`src/hdl/bldc_seq_pkg.sv`:
```
// constants, types and timing figures for the commutation sequencer
package bldc_seq_pkg;

  // clock figures
  localparam int CLK_HZ = 125000000;
  localparam int CLK_PERIOD_NS = 8;

  // off-time one-shot: capacitor charged by fixed current over a swing
  localparam int OFF_CHARGE_UA = 50;
  localparam int OFF_SWING_MV = 2400;

  // trip threshold is one fifth of the limit input (0.2)
  localparam int TRIP_LIMIT_DIV = 5;

  // max oscillator frequency coefficient 0.05 = 1/20 per pole per rpm
  localparam int OSC_COEF_DIV = 20;

  // neutral is the sum of three phases over three
  localparam int NEUTRAL_DIV = 3;

  // sense selection codes
  localparam logic [1:0] SEL_NONE = 2'h0;
  localparam logic [1:0] SEL_A = 2'h1;
  localparam logic [1:0] SEL_B = 2'h2;
  localparam logic [1:0] SEL_C = 2'h3;

  // commutation states, align first
  typedef enum logic [6:0] {
    ST_R = 7'h01,
    ST_A = 7'h02,
    ST_B = 7'h04,
    ST_C = 7'h08,
    ST_D = 7'h10,
    ST_E = 7'h20,
    ST_F = 7'h40
  } comm_state_t;

  // start-up modes
  typedef enum logic [2:0] {
    MODE_ALIGN = 3'h1,
    MODE_RAMP = 3'h2,
    MODE_RUN = 3'h4
  } start_mode_t;

  // capacitor in pF charged by ua across mv gives ns; whole cycles, min 1
  function automatic int cap_to_cycles(input longint cap_pf,
                                       input longint swing_mv,
                                       input longint charge_ua);
    longint t_ns;
    longint cyc;
    t_ns = (cap_pf * swing_mv) / charge_ua;
    cyc = t_ns / CLK_PERIOD_NS;
    if (cyc < 1) begin
      cyc = 1;
    end
    return int'(cyc);
  endfunction : cap_to_cycles

endpackage : bldc_seq_pkg

```
`src/hdl/bldc_commutation_sequencer.sv`:
```
// six-step sensorless commutation sequencer with digital pll
`timescale 1ns/1ps
`default_nettype none
module bldc_commutation_sequencer
  import bldc_seq_pkg::*;
#(
  parameter int ADC_W = 10,
  parameter int CTRL_W = 16,
  parameter int ACC_W = 32,
  parameter int POLES = 4,
  parameter int RPM_MAX = 10000,
  parameter int OFFTIME_CAP_PF = 625,
  parameter int ALIGN_CYCLES = 250000,
  parameter int RAMP_CYCLES = 12500000,
  parameter int STEP_PRESCALE = 250
) (
  // clock and reset
  input wire logic MCLK_I,
  input wire logic SRST_I,
  // current sense and limit codes from the converter
  input wire logic [ADC_W-1:0] CUR_SENSE_I,
  input wire logic [ADC_W-1:0] CUR_LIMIT_I,
  // divided phase voltages from the converter
  input wire logic [ADC_W-1:0] PHASE_SENSE_A_I,
  input wire logic [ADC_W-1:0] PHASE_SENSE_B_I,
  input wire logic [ADC_W-1:0] PHASE_SENSE_C_I,
  // low-side gate drives, active high
  output logic LOW_DRIVE_PHASE_A_O,
  output logic LOW_DRIVE_PHASE_B_O,
  output logic LOW_DRIVE_PHASE_C_O,
  // high-side gate drives, active low
  output logic HIGH_DRIVE_PHASE_A_N_O,
  output logic HIGH_DRIVE_PHASE_B_N_O,
  output logic HIGH_DRIVE_PHASE_C_N_O,
  // oscillator clock and its control node
  output logic COMMUTATION_CLOCK_OUT_O,
  output logic [CTRL_W-1:0] OSCILLATOR_CONTROL_NODE_O,
  // status
  output logic [1:0] SENSE_SELECT_O,
  output logic [2:0] START_MODE_O,
  output logic CUR_LIMIT_ACTIVE_O
);

  // off time in cycles from the capacitor value
  localparam int OFF_CYCLES =
    cap_to_cycles(OFFTIME_CAP_PF, OFF_SWING_MV, OFF_CHARGE_UA);

  // full-scale phase increment: f_max * 2^ACC_W / f_clk
  localparam longint INC_MAX_L =
    (longint'(POLES) * longint'(RPM_MAX) * (64'h1 << ACC_W)) /
    (longint'(OSC_COEF_DIV) * longint'(CLK_HZ));
  localparam logic [ACC_W-1:0] INC_MAX = ACC_W'(INC_MAX_L);

  // widths of the mode and prescale counters and the phase sum
  localparam int TMR_W = 32;
  localparam int PRE_W = 16;
  localparam int SUM_W = ADC_W + 2;

  // drive pattern {la, lb, lc, ha, hb, hc}, 1 = switch on
  function automatic logic [5:0] drive_of(input comm_state_t st);
    case (st)
      ST_R: drive_of = 6'h15;
      ST_A: drive_of = 6'h0C;
      ST_B: drive_of = 6'h0A;
      ST_C: drive_of = 6'h22;
      ST_D: drive_of = 6'h21;
      ST_E: drive_of = 6'h11;
      ST_F: drive_of = 6'h14;
      default: drive_of = 6'h00;
    endcase
  endfunction : drive_of

  // phase routed to the sampler, the one neither driven high nor low
  function automatic logic [1:0] sense_of(input comm_state_t st);
    case (st)
      ST_A: sense_of = SEL_B;
      ST_B: sense_of = SEL_A;
      ST_C: sense_of = SEL_C;
      ST_D: sense_of = SEL_B;
      ST_E: sense_of = SEL_A;
      ST_F: sense_of = SEL_C;
      default: sense_of = SEL_NONE;
    endcase
  endfunction : sense_of

  // next state in the six-step ring; align leaves to state a
  function automatic comm_state_t step_of(input comm_state_t st);
    case (st)
      ST_R: step_of = ST_A;
      ST_A: step_of = ST_B;
      ST_B: step_of = ST_C;
      ST_C: step_of = ST_D;
      ST_D: step_of = ST_E;
      ST_E: step_of = ST_F;
      ST_F: step_of = ST_A;
      default: step_of = ST_A;
    endcase
  endfunction : step_of

  // first and second synchroniser stages for converter codes
  logic [ADC_W-1:0] cur_m, cur_s;
  logic [ADC_W-1:0] lim_m, lim_s;
  logic [ADC_W-1:0] pha_m, pha_s;
  logic [ADC_W-1:0] phb_m, phb_s;
  logic [ADC_W-1:0] phc_m, phc_s;

  // start-up mode and commutation state
  start_mode_t mode;
  comm_state_t state;
  logic [TMR_W-1:0] mode_tmr; // cycles spent in align or ramp

  // oscillator phase accumulator and control node
  logic [ACC_W-1:0] phase_acc;
  logic [CTRL_W-1:0] ctrl_node;
  logic osc_tick; // one pulse per oscillator period

  // divider for control-node slewing
  logic [PRE_W-1:0] pre_cnt;
  logic step_en;

  // one-shot running flag
  logic off_busy;

  // sampler wires
  wire [ADC_W-1:0] sampled;
  wire [SUM_W-1:0] neutral_x3;
  wire [SUM_W-1:0] sampled_x3;
  wire bemf_above;
  wire falling_state;
  wire pll_up;

  // trip, oscillator and drive wires
  wire [ADC_W+2:0] cur_x5;
  wire trip;
  wire [CTRL_W+ACC_W-1:0] inc_prod;
  wire [ACC_W-1:0] inc;
  wire [ACC_W:0] acc_sum;
  wire [5:0] drv;

  // two flip-flops on every converter code before use
  always_ff @(posedge MCLK_I) begin
    cur_m <= CUR_SENSE_I;
    cur_s <= cur_m;
    lim_m <= CUR_LIMIT_I;
    lim_s <= lim_m;
    pha_m <= PHASE_SENSE_A_I;
    pha_s <= pha_m;
    phb_m <= PHASE_SENSE_B_I;
    phb_s <= phb_m;
    phc_m <= PHASE_SENSE_C_I;
    phc_s <= phc_m;
  end

  // trip when sense exceeds one fifth of the limit
  assign cur_x5 = (ADC_W+3)'(cur_s) * (ADC_W+3)'(TRIP_LIMIT_DIV);
  assign trip = cur_x5 > (ADC_W+3)'(lim_s);

  // off-time one-shot
  offtime_oneshot #(
    .CYCLES(OFF_CYCLES),
    .CNT_W(TMR_W)
  ) u_offtime (
    .clk_i(MCLK_I),
    .srst_i(SRST_I),
    .trig_i(trip),
    .busy_o(off_busy)
  );

  // increment scales linearly with the control node, full scale f_max
  assign inc_prod = (CTRL_W+ACC_W)'(ctrl_node) *
                    (CTRL_W+ACC_W)'(INC_MAX);
  assign inc = inc_prod[CTRL_W +: ACC_W];
  assign acc_sum = {1'b0, phase_acc} + {1'b0, inc};

  // accumulator: one wrap is one sweep of the oscillator
  always_ff @(posedge MCLK_I) begin
    if (SRST_I) begin
      phase_acc <= '0;
      osc_tick <= 1'b0;
      COMMUTATION_CLOCK_OUT_O <= 1'b0;
    end else begin
      phase_acc <= acc_sum[ACC_W-1:0];
      osc_tick <= acc_sum[ACC_W];
      // high in the first half sweep, low in the second
      COMMUTATION_CLOCK_OUT_O <= ~acc_sum[ACC_W-1];
    end
  end

  // divider giving one-cycle slew enables
  assign step_en = (pre_cnt == PRE_W'(STEP_PRESCALE - 1));
  always_ff @(posedge MCLK_I) begin
    if (SRST_I || step_en) begin
      pre_cnt <= '0;
    end else begin
      pre_cnt <= pre_cnt + 1'b1;
    end
  end

  // start-up sequence: align, then ramp, then run
  always_ff @(posedge MCLK_I) begin
    if (SRST_I) begin
      mode <= MODE_ALIGN;
      mode_tmr <= '0;
    end else begin
      case (mode)
        MODE_ALIGN: begin
          // hold align until its timer runs out
          if (mode_tmr == TMR_W'(ALIGN_CYCLES - 1)) begin
            mode <= MODE_RAMP;
            mode_tmr <= '0;
          end else begin
            mode_tmr <= mode_tmr + 1'b1;
          end
        end
        MODE_RAMP: begin
          // fixed ramp time, then hand over to the pll
          if (mode_tmr == TMR_W'(RAMP_CYCLES - 1)) begin
            mode <= MODE_RUN;
            mode_tmr <= '0;
          end else begin
            mode_tmr <= mode_tmr + 1'b1;
          end
        end
        MODE_RUN: begin
          // terminal mode until reset
          mode_tmr <= '0;
        end
        default: begin
          mode <= MODE_ALIGN;
          mode_tmr <= '0;
        end
      endcase
    end
  end

  // commutation state: parked in align, stepped by oscillator ticks
  always_ff @(posedge MCLK_I) begin
    if (SRST_I) begin
      state <= ST_R;
    end else if (mode == MODE_ALIGN) begin
      state <= ST_R;
    end else if (osc_tick) begin
      state <= step_of(state);
    end
  end

  // sampler: pick undriven phase, neutral times three from the sum
  assign sampled = (sense_of(state) == SEL_A) ? pha_s :
                   (sense_of(state) == SEL_B) ? phb_s : phc_s;
  assign neutral_x3 = SUM_W'(pha_s) + SUM_W'(phb_s) +
                      SUM_W'(phc_s);
  assign sampled_x3 = SUM_W'(sampled) * SUM_W'(NEUTRAL_DIV);
  assign bemf_above = sampled_x3 > neutral_x3;
  // floating phase falls in states a, c and e, rises in b, d and f
  assign falling_state = (state == ST_A) || (state == ST_C) ||
                         (state == ST_E);
  assign pll_up = bemf_above ^ falling_state;

  // control node: zero in align, fixed ramp source, then pll
  always_ff @(posedge MCLK_I) begin
    if (SRST_I) begin
      ctrl_node <= '0;
    end else if (step_en) begin
      case (mode)
        MODE_ALIGN: begin
          // no sweep while aligning
          ctrl_node <= '0;
        end
        MODE_RAMP: begin
          // sampler disabled, only the ramp source charges
          if (ctrl_node != '1) begin
            ctrl_node <= ctrl_node + 1'b1;
          end
        end
        MODE_RUN: begin
          // charge or discharge from the back-emf comparison
          if (sense_of(state) == SEL_NONE) begin
            ctrl_node <= ctrl_node;
          end else if (pll_up && ctrl_node != '1) begin
            ctrl_node <= ctrl_node + 1'b1;
          end else if (!pll_up && ctrl_node != '0) begin
            ctrl_node <= ctrl_node - 1'b1;
          end
        end
        default: begin
          ctrl_node <= '0;
        end
      endcase
    end
  end

  // drive pattern of the present state
  assign drv = drive_of(state);

  // registered gate drives: lows gated by one-shot, highs inverted
  always_ff @(posedge MCLK_I) begin
    if (SRST_I) begin
      LOW_DRIVE_PHASE_A_O <= 1'b0;
      LOW_DRIVE_PHASE_B_O <= 1'b0;
      LOW_DRIVE_PHASE_C_O <= 1'b0;
      HIGH_DRIVE_PHASE_A_N_O <= 1'b1;
      HIGH_DRIVE_PHASE_B_N_O <= 1'b1;
      HIGH_DRIVE_PHASE_C_N_O <= 1'b1;
    end else begin
      LOW_DRIVE_PHASE_A_O <= drv[5] & ~off_busy;
      LOW_DRIVE_PHASE_B_O <= drv[4] & ~off_busy;
      LOW_DRIVE_PHASE_C_O <= drv[3] & ~off_busy;
      HIGH_DRIVE_PHASE_A_N_O <= ~drv[2];
      HIGH_DRIVE_PHASE_B_N_O <= ~drv[1];
      HIGH_DRIVE_PHASE_C_N_O <= ~drv[0];
    end
  end

  // registered status outputs
  always_ff @(posedge MCLK_I) begin
    if (SRST_I) begin
      OSCILLATOR_CONTROL_NODE_O <= '0;
      SENSE_SELECT_O <= SEL_NONE;
      START_MODE_O <= MODE_ALIGN;
      CUR_LIMIT_ACTIVE_O <= 1'b0;
    end else begin
      OSCILLATOR_CONTROL_NODE_O <= ctrl_node;
      // report none while the sampler is off
      SENSE_SELECT_O <= (mode == MODE_RUN) ? sense_of(state) : SEL_NONE;
      START_MODE_O <= mode;
      CUR_LIMIT_ACTIVE_O <= off_busy;
    end
  end

endmodule : bldc_commutation_sequencer
`default_nettype wire

```
`src/hdl/offtime_oneshot.sv`:
```
// fixed off-time one-shot, not retriggerable while running
`timescale 1ns/1ps
`default_nettype none
module offtime_oneshot #(
  parameter int CYCLES = 3750,
  parameter int CNT_W = 24
) (
  // clock and reset
  input wire logic clk_i,
  input wire logic srst_i,
  // trigger and running flag
  input wire logic trig_i,
  output logic busy_o
);

  // cycles left in the current off period
  logic [CNT_W-1:0] remain;

  // load on trigger when idle, count down to zero while busy
  always_ff @(posedge clk_i) begin
    if (srst_i) begin
      remain <= '0;
      busy_o <= 1'b0;
    end else if (!busy_o && trig_i) begin
      remain <= CNT_W'(CYCLES - 1);
      busy_o <= 1'b1;
    end else if (busy_o) begin
      // end the period after exactly CYCLES busy cycles
      if (remain == '0) begin
        busy_o <= 1'b0;
      end else begin
        remain <= remain - 1'b1;
      end
    end
  end

endmodule : offtime_oneshot
`default_nettype wire

```
`config.mk`:
```
export PLATFORM = sky130hd
export DESIGN_NAME = bldc_commutation_sequencer
export DESIGN_NICKNAME = d
export VERILOG_FILES = /design/src/hdl/bldc_seq_pkg.sv /design/src/hdl/bldc_commutation_sequencer.sv /design/src/hdl/offtime_oneshot.sv
export SDC_FILE = /design/constraint.sdc
export NUM_CORES = 1
export LEC_CHECK = 0
export BUFFER_PORTS_ARGS = -buffer_cell sky130_fd_sc_hd__buf_2
export CORE_MARGIN = 5
export CORE_UTILIZATION = 30
export DETAILED_ROUTE_END_ITERATION = 8
export SKIP_LAST_GASP = 1
export SLEW_MARGIN = 10
export SYNTH_ARGS = -nofsm -noshare
export SYNTH_HDL_FRONTEND = slang
export SYNTH_SLANG_ARGS = --single-unit
export TNS_END_PERCENT = 20
```
`constraint.sdc`:
```
create_clock -name MCLK_I -period 10.7 [get_ports MCLK_I]
set_input_delay 0 -clock MCLK_I [delete_from_list [all_inputs] [get_ports MCLK_I]]
set_output_delay 0 -clock MCLK_I [all_outputs]
set_load 0.01 [all_outputs]
```
==> results.sh, run 1 <==
export IMPL_status="finished, final reports clean"
export IMPL_synth_common_cells="dfxtp_1, ha_1, inv_1"
export IMPL_cp_arrival_ps=8760
export IMPL_cts_sinks=269
export IMPL_syn_area_per_cell_sq_um=9.50
export IMPL_grt_pass1_vias=12810
export IMPL_fin_nets=2271
export IMPL_io_buffers=80
export IMPL_yosys_most_used_dff="dfxtp_1"
export IMPL_drt_iter0_markers=730
export IMPL_slew_headroom_pct=19.3
export IMPL_grt_pass1_wl_mm=62.2
export IMPL_ant_nets=0
export IMPL_seq_area_frac_synth_pct=32.2
export IMPL_yosysUniqueCellTypes=89
export IMPL_ys_warn_count=0
export IMPL_setup_viol=0
export IMPL_postCtsResizedCells=0
export IMPL_post_route_period_util_pct=78.0
export IMPL_die_area_sq_um=60600
export IMPL_timing_final_hold_violations=0
export IMPL_worstMarginPinSlew_ps=1210
export IMPL_syn_inst=1763
export IMPL_ir_drop_mv=0.0956
export IMPL_die_width_um=246
export IMPL_cts_tree="done"
export IMPL_skew_ps=31.3
export IMPL_design_portCount=81
export IMPL_worst_path_max_delay_cell="dfxtp_1"
export IMPL_grt_setup_unrepaired="false"
export IMPL_crit_type="register to register"
export IMPL_drv_slew=0
export IMPL_first_pass_iters=6
export IMPL_critical_path_top_delay_family="adder cells"
export IMPL_worstPathRequired_ps=11120
export IMPL_gp_congestion=0.894
export IMPL_drt_total_wl_mm=37.4
export IMPL_r2r_start="ctrl_node[10]"
export IMPL_numCtsBuffers=34
export IMPL_syn_area_sq_um=16700
export IMPL_layoutNonFillerInstCount=2669
export IMPL_yosys_area_top_type="dfxtp_1"
export IMPL_syn2layout_area_growth_pct=17.2
export IMPL_powerDensity_nw_per_um2=130
export IMPL_routedWlPerCell_um=14.0
export IMPL_r2r_end="phase_acc[20]"
export IMPL_antenna_found_initial=1
export IMPL_core_area_sq_um=55200
export IMPL_start_util_pct=30.3
export IMPL_worst_hold_slack_ps=70.7
export IMPL_synth_nets=2139
export IMPL_fin_tns_setup_ps=0
export IMPL_cts_root_buf="clkbuf_16"
export IMPL_dpl_hpwl_mm=28.6
export IMPL_synth_top_area_share_pct=32.2
export IMPL_num_rows=86
export IMPL_synthArstFlopShare_pct=0
export IMPL_hold_class="input pin to register"
export IMPL_vias=12527
export IMPL_grt_total_usage_pct=12.3
export IMPL_worstHoldEndpoint="mode[0]"
export IMPL_htree_num_levels=2
export IMPL_slowest_delay_ps=560
export IMPL_chipHeight_um=246
export IMPL_grt_overflow=0
export IMPL_layout_min_cycle_time_ps=8350
export IMPL_clk_latency_ps=560
export IMPL_multi_input_area_sq_um=10400
export IMPL_cts_buffer_depth=3
export IMPL_leakagePower_uw=0.00937
export IMPL_drive_above_1_share_pct=9.69
export IMPL_dpl_cell_area_sq_um=17900
export IMPL_yosysMostFrequentCell="dfxtp_1"
export IMPL_critPathCaptureType="register"
export IMPL_vias_per_cell=4.69
export IMPL_rr_worst_depth=31
export IMPL_fill_cells=5539
export IMPL_hold_depth=4
export IMPL_r2r_slack_ps=2350
export IMPL_cap_violations=0
export IMPL_fin_area_sq_um=19600
export IMPL_min_from="SRST_I"
export IMPL_grt_start_max_net_pins=77
export IMPL_drc_errors=0
export IMPL_dp_cells=2557
export IMPL_path_clk_slew_ps=60
export IMPL_synth_edf_count=0
export IMPL_final_util_pct=35.6
export IMPL_path_buf_inv=5
export IMPL_seqCellArea_sq_um=5390
export IMPL_ys_ff_latch=269
export IMPL_critPathLaunchType="register"
export IMPL_timing_fmax_ghz=0.120
export IMPL_netlist_top_cells_area="dfxtp_1, ha_1, fa_1, inv_1, nor2_1"
export IMPL_path_max_fanout=14
==> layout make-up <==
class,count,area share (%)
inverters,210,4.02
clock buffers,45,4.85
flip-flops and latches,269,27.4
well taps,748,4.77
multi-input cells,1248,53.0
clock inverters,16,1.22
diodes,1,0.0127
repair buffers,132,4.67
==> stage by stage <==
stage	setup slack, ps	total power (uW)
final	2350	2560
after floorplan	3280	1300
after global placement	2560	1360
after CTS	2370	2610
after detailed placement	2400	1370
after global routing	1780	2690
==> power by group <==
part / leakage [uW] / internal, uW / switching, uW / total (uW)
combinational: 0.00658 / 134 / 164 / 299
sequential: 0.00221 / 1040 / 22.6 / 1060
clock: 0.000579 / 733 / 467 / 1200
==> worst max path at each step <==
stage                     slack (ps)     startpoint            end  cells after the start
after detailed placement        2400   ctrl_node[6]  phase_acc[21]                     33
after floorplan                 3280  ctrl_node[13]  phase_acc[18]                     28
after global placement          2560   ctrl_node[6]  phase_acc[21]                     33
after global routing            1780   ctrl_node[6]  phase_acc[21]                     33
after CTS                       2370   ctrl_node[6]  phase_acc[21]                     33
final                           2350  ctrl_node[10]  phase_acc[20]                     31
==> cells in the final DEF (no fill, tap or decap), types with 15 or more instances in the layout <==
cell	instances
dlygate4sd3_1	50
a21o_1	30
inv_1	209
and3_1	28
fa_1	90
buf_2	80
dfxtp_1	269
xnor2_1	74
o21ai_0	48
nor2b_1	16
xor2_1	52
nor3_1	32
nand4_1	24
nor4_1	15
a21oi_1	71
nand3_1	34
nand2_1	86
nor2_1	182
clkbuf_16	34
ha_1	234
==> worst register-to-register path, delay by kind of cell, from the launching register on <==
family	cells	cell delay (ps)
flops	1	560
compound gates	9	2210
buf+inv	5	470
simple gates	8	1140
fa+ha+maj	8	3520
mux	1	330
==> state kept, by name (all words and copies together) (netlist names), 16 cells and up <==
signal	count
phase_acc	32
ctrl_node	16
pre_cnt	16
u_offtime.remain	32
mode_tmr	32
OSCILLATOR_CONTROL_NODE_O	16
==> layer usage <==
layer / up-vias / wire length, um / track usage [%]
met4: 0 / 871 / 3.61
met2: 258 / 17900 / 21.1
met3: 71 / 1950 / 2.52
li1: 6272 / - / -
met1: 5926 / 16700 / 15.7
met5: - / 0 / 0
==> logic make-up (layout without fill, tap and decap cells) <==
family | Yosys count | in the layout | synth area share (%)
mux | 5 | 5 | 0.314
other cells | 0 | 1 | 0
compound gates | 285 | 285 | 11.8
fa+ha+maj | 324 | 324 | 28.2
xor+xnor | 129 | 129 | 6.95
flops | 269 | 269 | 32.2
buf+inv | 246 | 403 | 5.66
simple gates | 505 | 505 | 14.9
==> timing repair <==
action | 4_1_cts | 5_1_grt
setup buffers | 0 | 0
endpoints found under the hold margin | 50 | 0
hold buffers | 50 | 0
No activity file was read; power rests on OpenSTA's default activity.
==> run 2, diff against run 1 <==
==> constraint.sdc (replaced) <==
create_clock -name MCLK_I -period 7.8 [get_ports MCLK_I]
set_input_delay 0 -clock MCLK_I [delete_from_list [all_inputs] [get_ports MCLK_I]]
set_output_delay 0 -clock MCLK_I [all_outputs]
set_load 0.01 [all_outputs]
==> results.sh, run 2 (synthesis gave the netlist of run 1 again) <==
export IMPL_status="finished, final reports clean"
export IMPL_timing_final_hold_violations=0
export IMPL_drt_total_wl_mm=38.9
export IMPL_layout_min_cycle_time_ps=7570
export IMPL_critPathCaptureType="register"
export IMPL_drv_slew=0
export IMPL_worst_path_max_delay_cell="fa_1"
export IMPL_grt_total_usage_pct=12.5
export IMPL_die_area_sq_um=60600
export IMPL_drt_iter0_markers=715
export IMPL_routedWlPerCell_um=14.3
export IMPL_grt_pass1_wl_mm=63.3
export IMPL_fin_tns_setup_ps=0
export IMPL_layoutNonFillerInstCount=2717
export IMPL_path_max_fanout=10
export IMPL_min_from="PHASE_SENSE_C_I[3]"
export IMPL_cts_sinks=269
export IMPL_hold_class="input pin to register"
export IMPL_gr_usage_met2_pct=21.7
export IMPL_htree_num_levels=2
export IMPL_grt_start_max_net_pins=45
export IMPL_ant_nets=0
export IMPL_grt_most_used_layer="met2"
export IMPL_fin_nets=2318
export IMPL_r2r_start="ctrl_node[7]"
export IMPL_design_portCount=81
export IMPL_crit_path_frequent_cell="ha_1"
export IMPL_dp_cells=2590
export IMPL_vias=12858
export IMPL_timing_fmax_ghz=0.132
export IMPL_r2r_end="phase_acc[20]"
export IMPL_numCtsBuffers=34
export IMPL_syn2layout_area_growth_pct=21.1
export IMPL_vias_per_cell=4.73
export IMPL_critPathLaunchType="register"
export IMPL_gp_congestion=0.874
export IMPL_num_rows=86
export IMPL_final_common_cell="dfxtp_1"
export IMPL_rr_worst_depth=28
export IMPL_post_route_period_util_pct=97.1
export IMPL_antenna_found_initial=1
export IMPL_layout_common_cells="dfxtp_1, ha_1, inv_1"
export IMPL_cts_buffer_depth=3
export IMPL_worstPathRequired_ps=8220
export IMPL_cts_root_buf="clkbuf_16"
export IMPL_worstHoldEndpoint="phc_m[3]"
export IMPL_grt_pass1_vias=12990
export IMPL_io_buffers=80
export IMPL_use_met3_pct=2.42
export IMPL_reg_largest_list="mode_tmr x32, phase_acc x32, u_offtime.remain x32"
export IMPL_dpl_hpwl_mm=29.1
export IMPL_cp_arrival_ps=7990
export IMPL_slowest_delay_ps=550
export IMPL_drc_errors=0
export IMPL_slew_headroom_pct=30.5
export IMPL_grt_overflow=0
export IMPL_first_pass_iters=5
export IMPL_clk_latency_ps=550
export IMPL_cts_tree="done"
export IMPL_start_util_pct=30.3
export IMPL_crit_type="register to register"
export IMPL_leakagePower_uw=0.00961
export IMPL_setup_viol=0
export IMPL_cap_violations=0
export IMPL_worstMarginPinSlew_ps=1040
export IMPL_ir_drop_mv=0.142
export IMPL_core_area_sq_um=55200
export IMPL_grt_util_met1_pct=15.9
export IMPL_r2r_slack_ps=230
export IMPL_hold_depth=2
export IMPL_drive_above_1_share_pct=14.3
export IMPL_path_clk_slew_ps=60
export IMPL_powerDensity_nw_per_um2=174
export IMPL_chipHeight_um=246
export IMPL_skew_ps=30.5
export IMPL_die_width_um=246
[run 2: cell types whose count changed in the layout (fill, tap and decap cells not counted), moves of 3 or more]
cell and change:
inv_1 -7, a21oi_2 +3, a21oi_1 -3, dfxtp_4 +3, ha_1 -14, clkbuf_1 -3
ha_2 +4, dfxtp_2 +5, buf_4 +42, buf_6 +3, ha_4 +10, inv_2 +6
dfxtp_1 -8
[run 2: cell type report]
type	instances	area, sq um
antenna	2	5.00
clock buffer	43	955
clock inverter	18	254
fill	5457	34900
inverter	210	792
multi-input combinational	1248	10600
sequential	269	5400
tap	748	936
timing repair buffer	179	1280
[run 2: worst max-delay path: cells and delay by family (launching register included)]
kind | cells | cell delay [ps]
AOI/OAI and AO/OA | 11 | 2610
adders and majority gates | 8 | 3130
buffers and inverters | 4 | 430
DFF | 1 | 390
muxes | 1 | 320
and+or+nand+nor | 4 | 560
[run 2: through the flow]
| step | setup slack [ps] | hold WS, ps | util [%] | cell area [sq um] | total power [uW] |
|---|---|---|---|---|---|
| 6_report | 226 | 81.4 | 36.7 | 20300 | 3540 |
| 5_1_grt | -38.7 | 53.0 | 36.7 | 20300 | 3720 |
| 4_1_cts | 19.6 | 37.2 | 36.1 | 19900 | 3600 |
| 3_5_place_dp | -68.2 | 104 | 32.9 | 18200 | 1880 |
| 3_3_place_gp | 118 | 103 | 32.9 | 18200 | 1860 |
| 2_1_floorplan | 381 | 27.7 | - | 16700 | 1780 |
[run 2: power by group]
group | internal (uW) | switching, uW
combinational | 185 | 227
sequential | 1420 | 31.2
clock | 1010 | 656
total | 2620 | 915
[run 2: worst max path at each step]
stage / endpoint / slack, ps / from / cells after the start
after CTS: phase_acc[18] / 20 / ctrl_node[5] / 34
final: phase_acc[20] / 230 / ctrl_node[7] / 28
after global routing: phase_acc[20] / -40 / ctrl_node[7] / 30
after floorplan: phase_acc[18] / 380 / ctrl_node[13] / 28
after global placement: phase_acc[18] / 120 / ctrl_node[14] / 30
after detailed placement: phase_acc[30] / -70 / ctrl_node[5] / 35
[run 2: what timing repair did]
item	4_1_cts	5_1_grt
gates cloned	0	1
endpoints found under the hold margin	55	0
hold buffers	51	0
setup endpoints to repair	16	22
pin swaps	2	28
buffers inserted	2	10
gates resized for setup	3	53
[run 2: routing by layer]
layer,up-vias,share of wire (%)
met4,0,2.5
met5,-,0
met1,6162,44
li1,6357,-
met2,269,49
met3,70,4.9
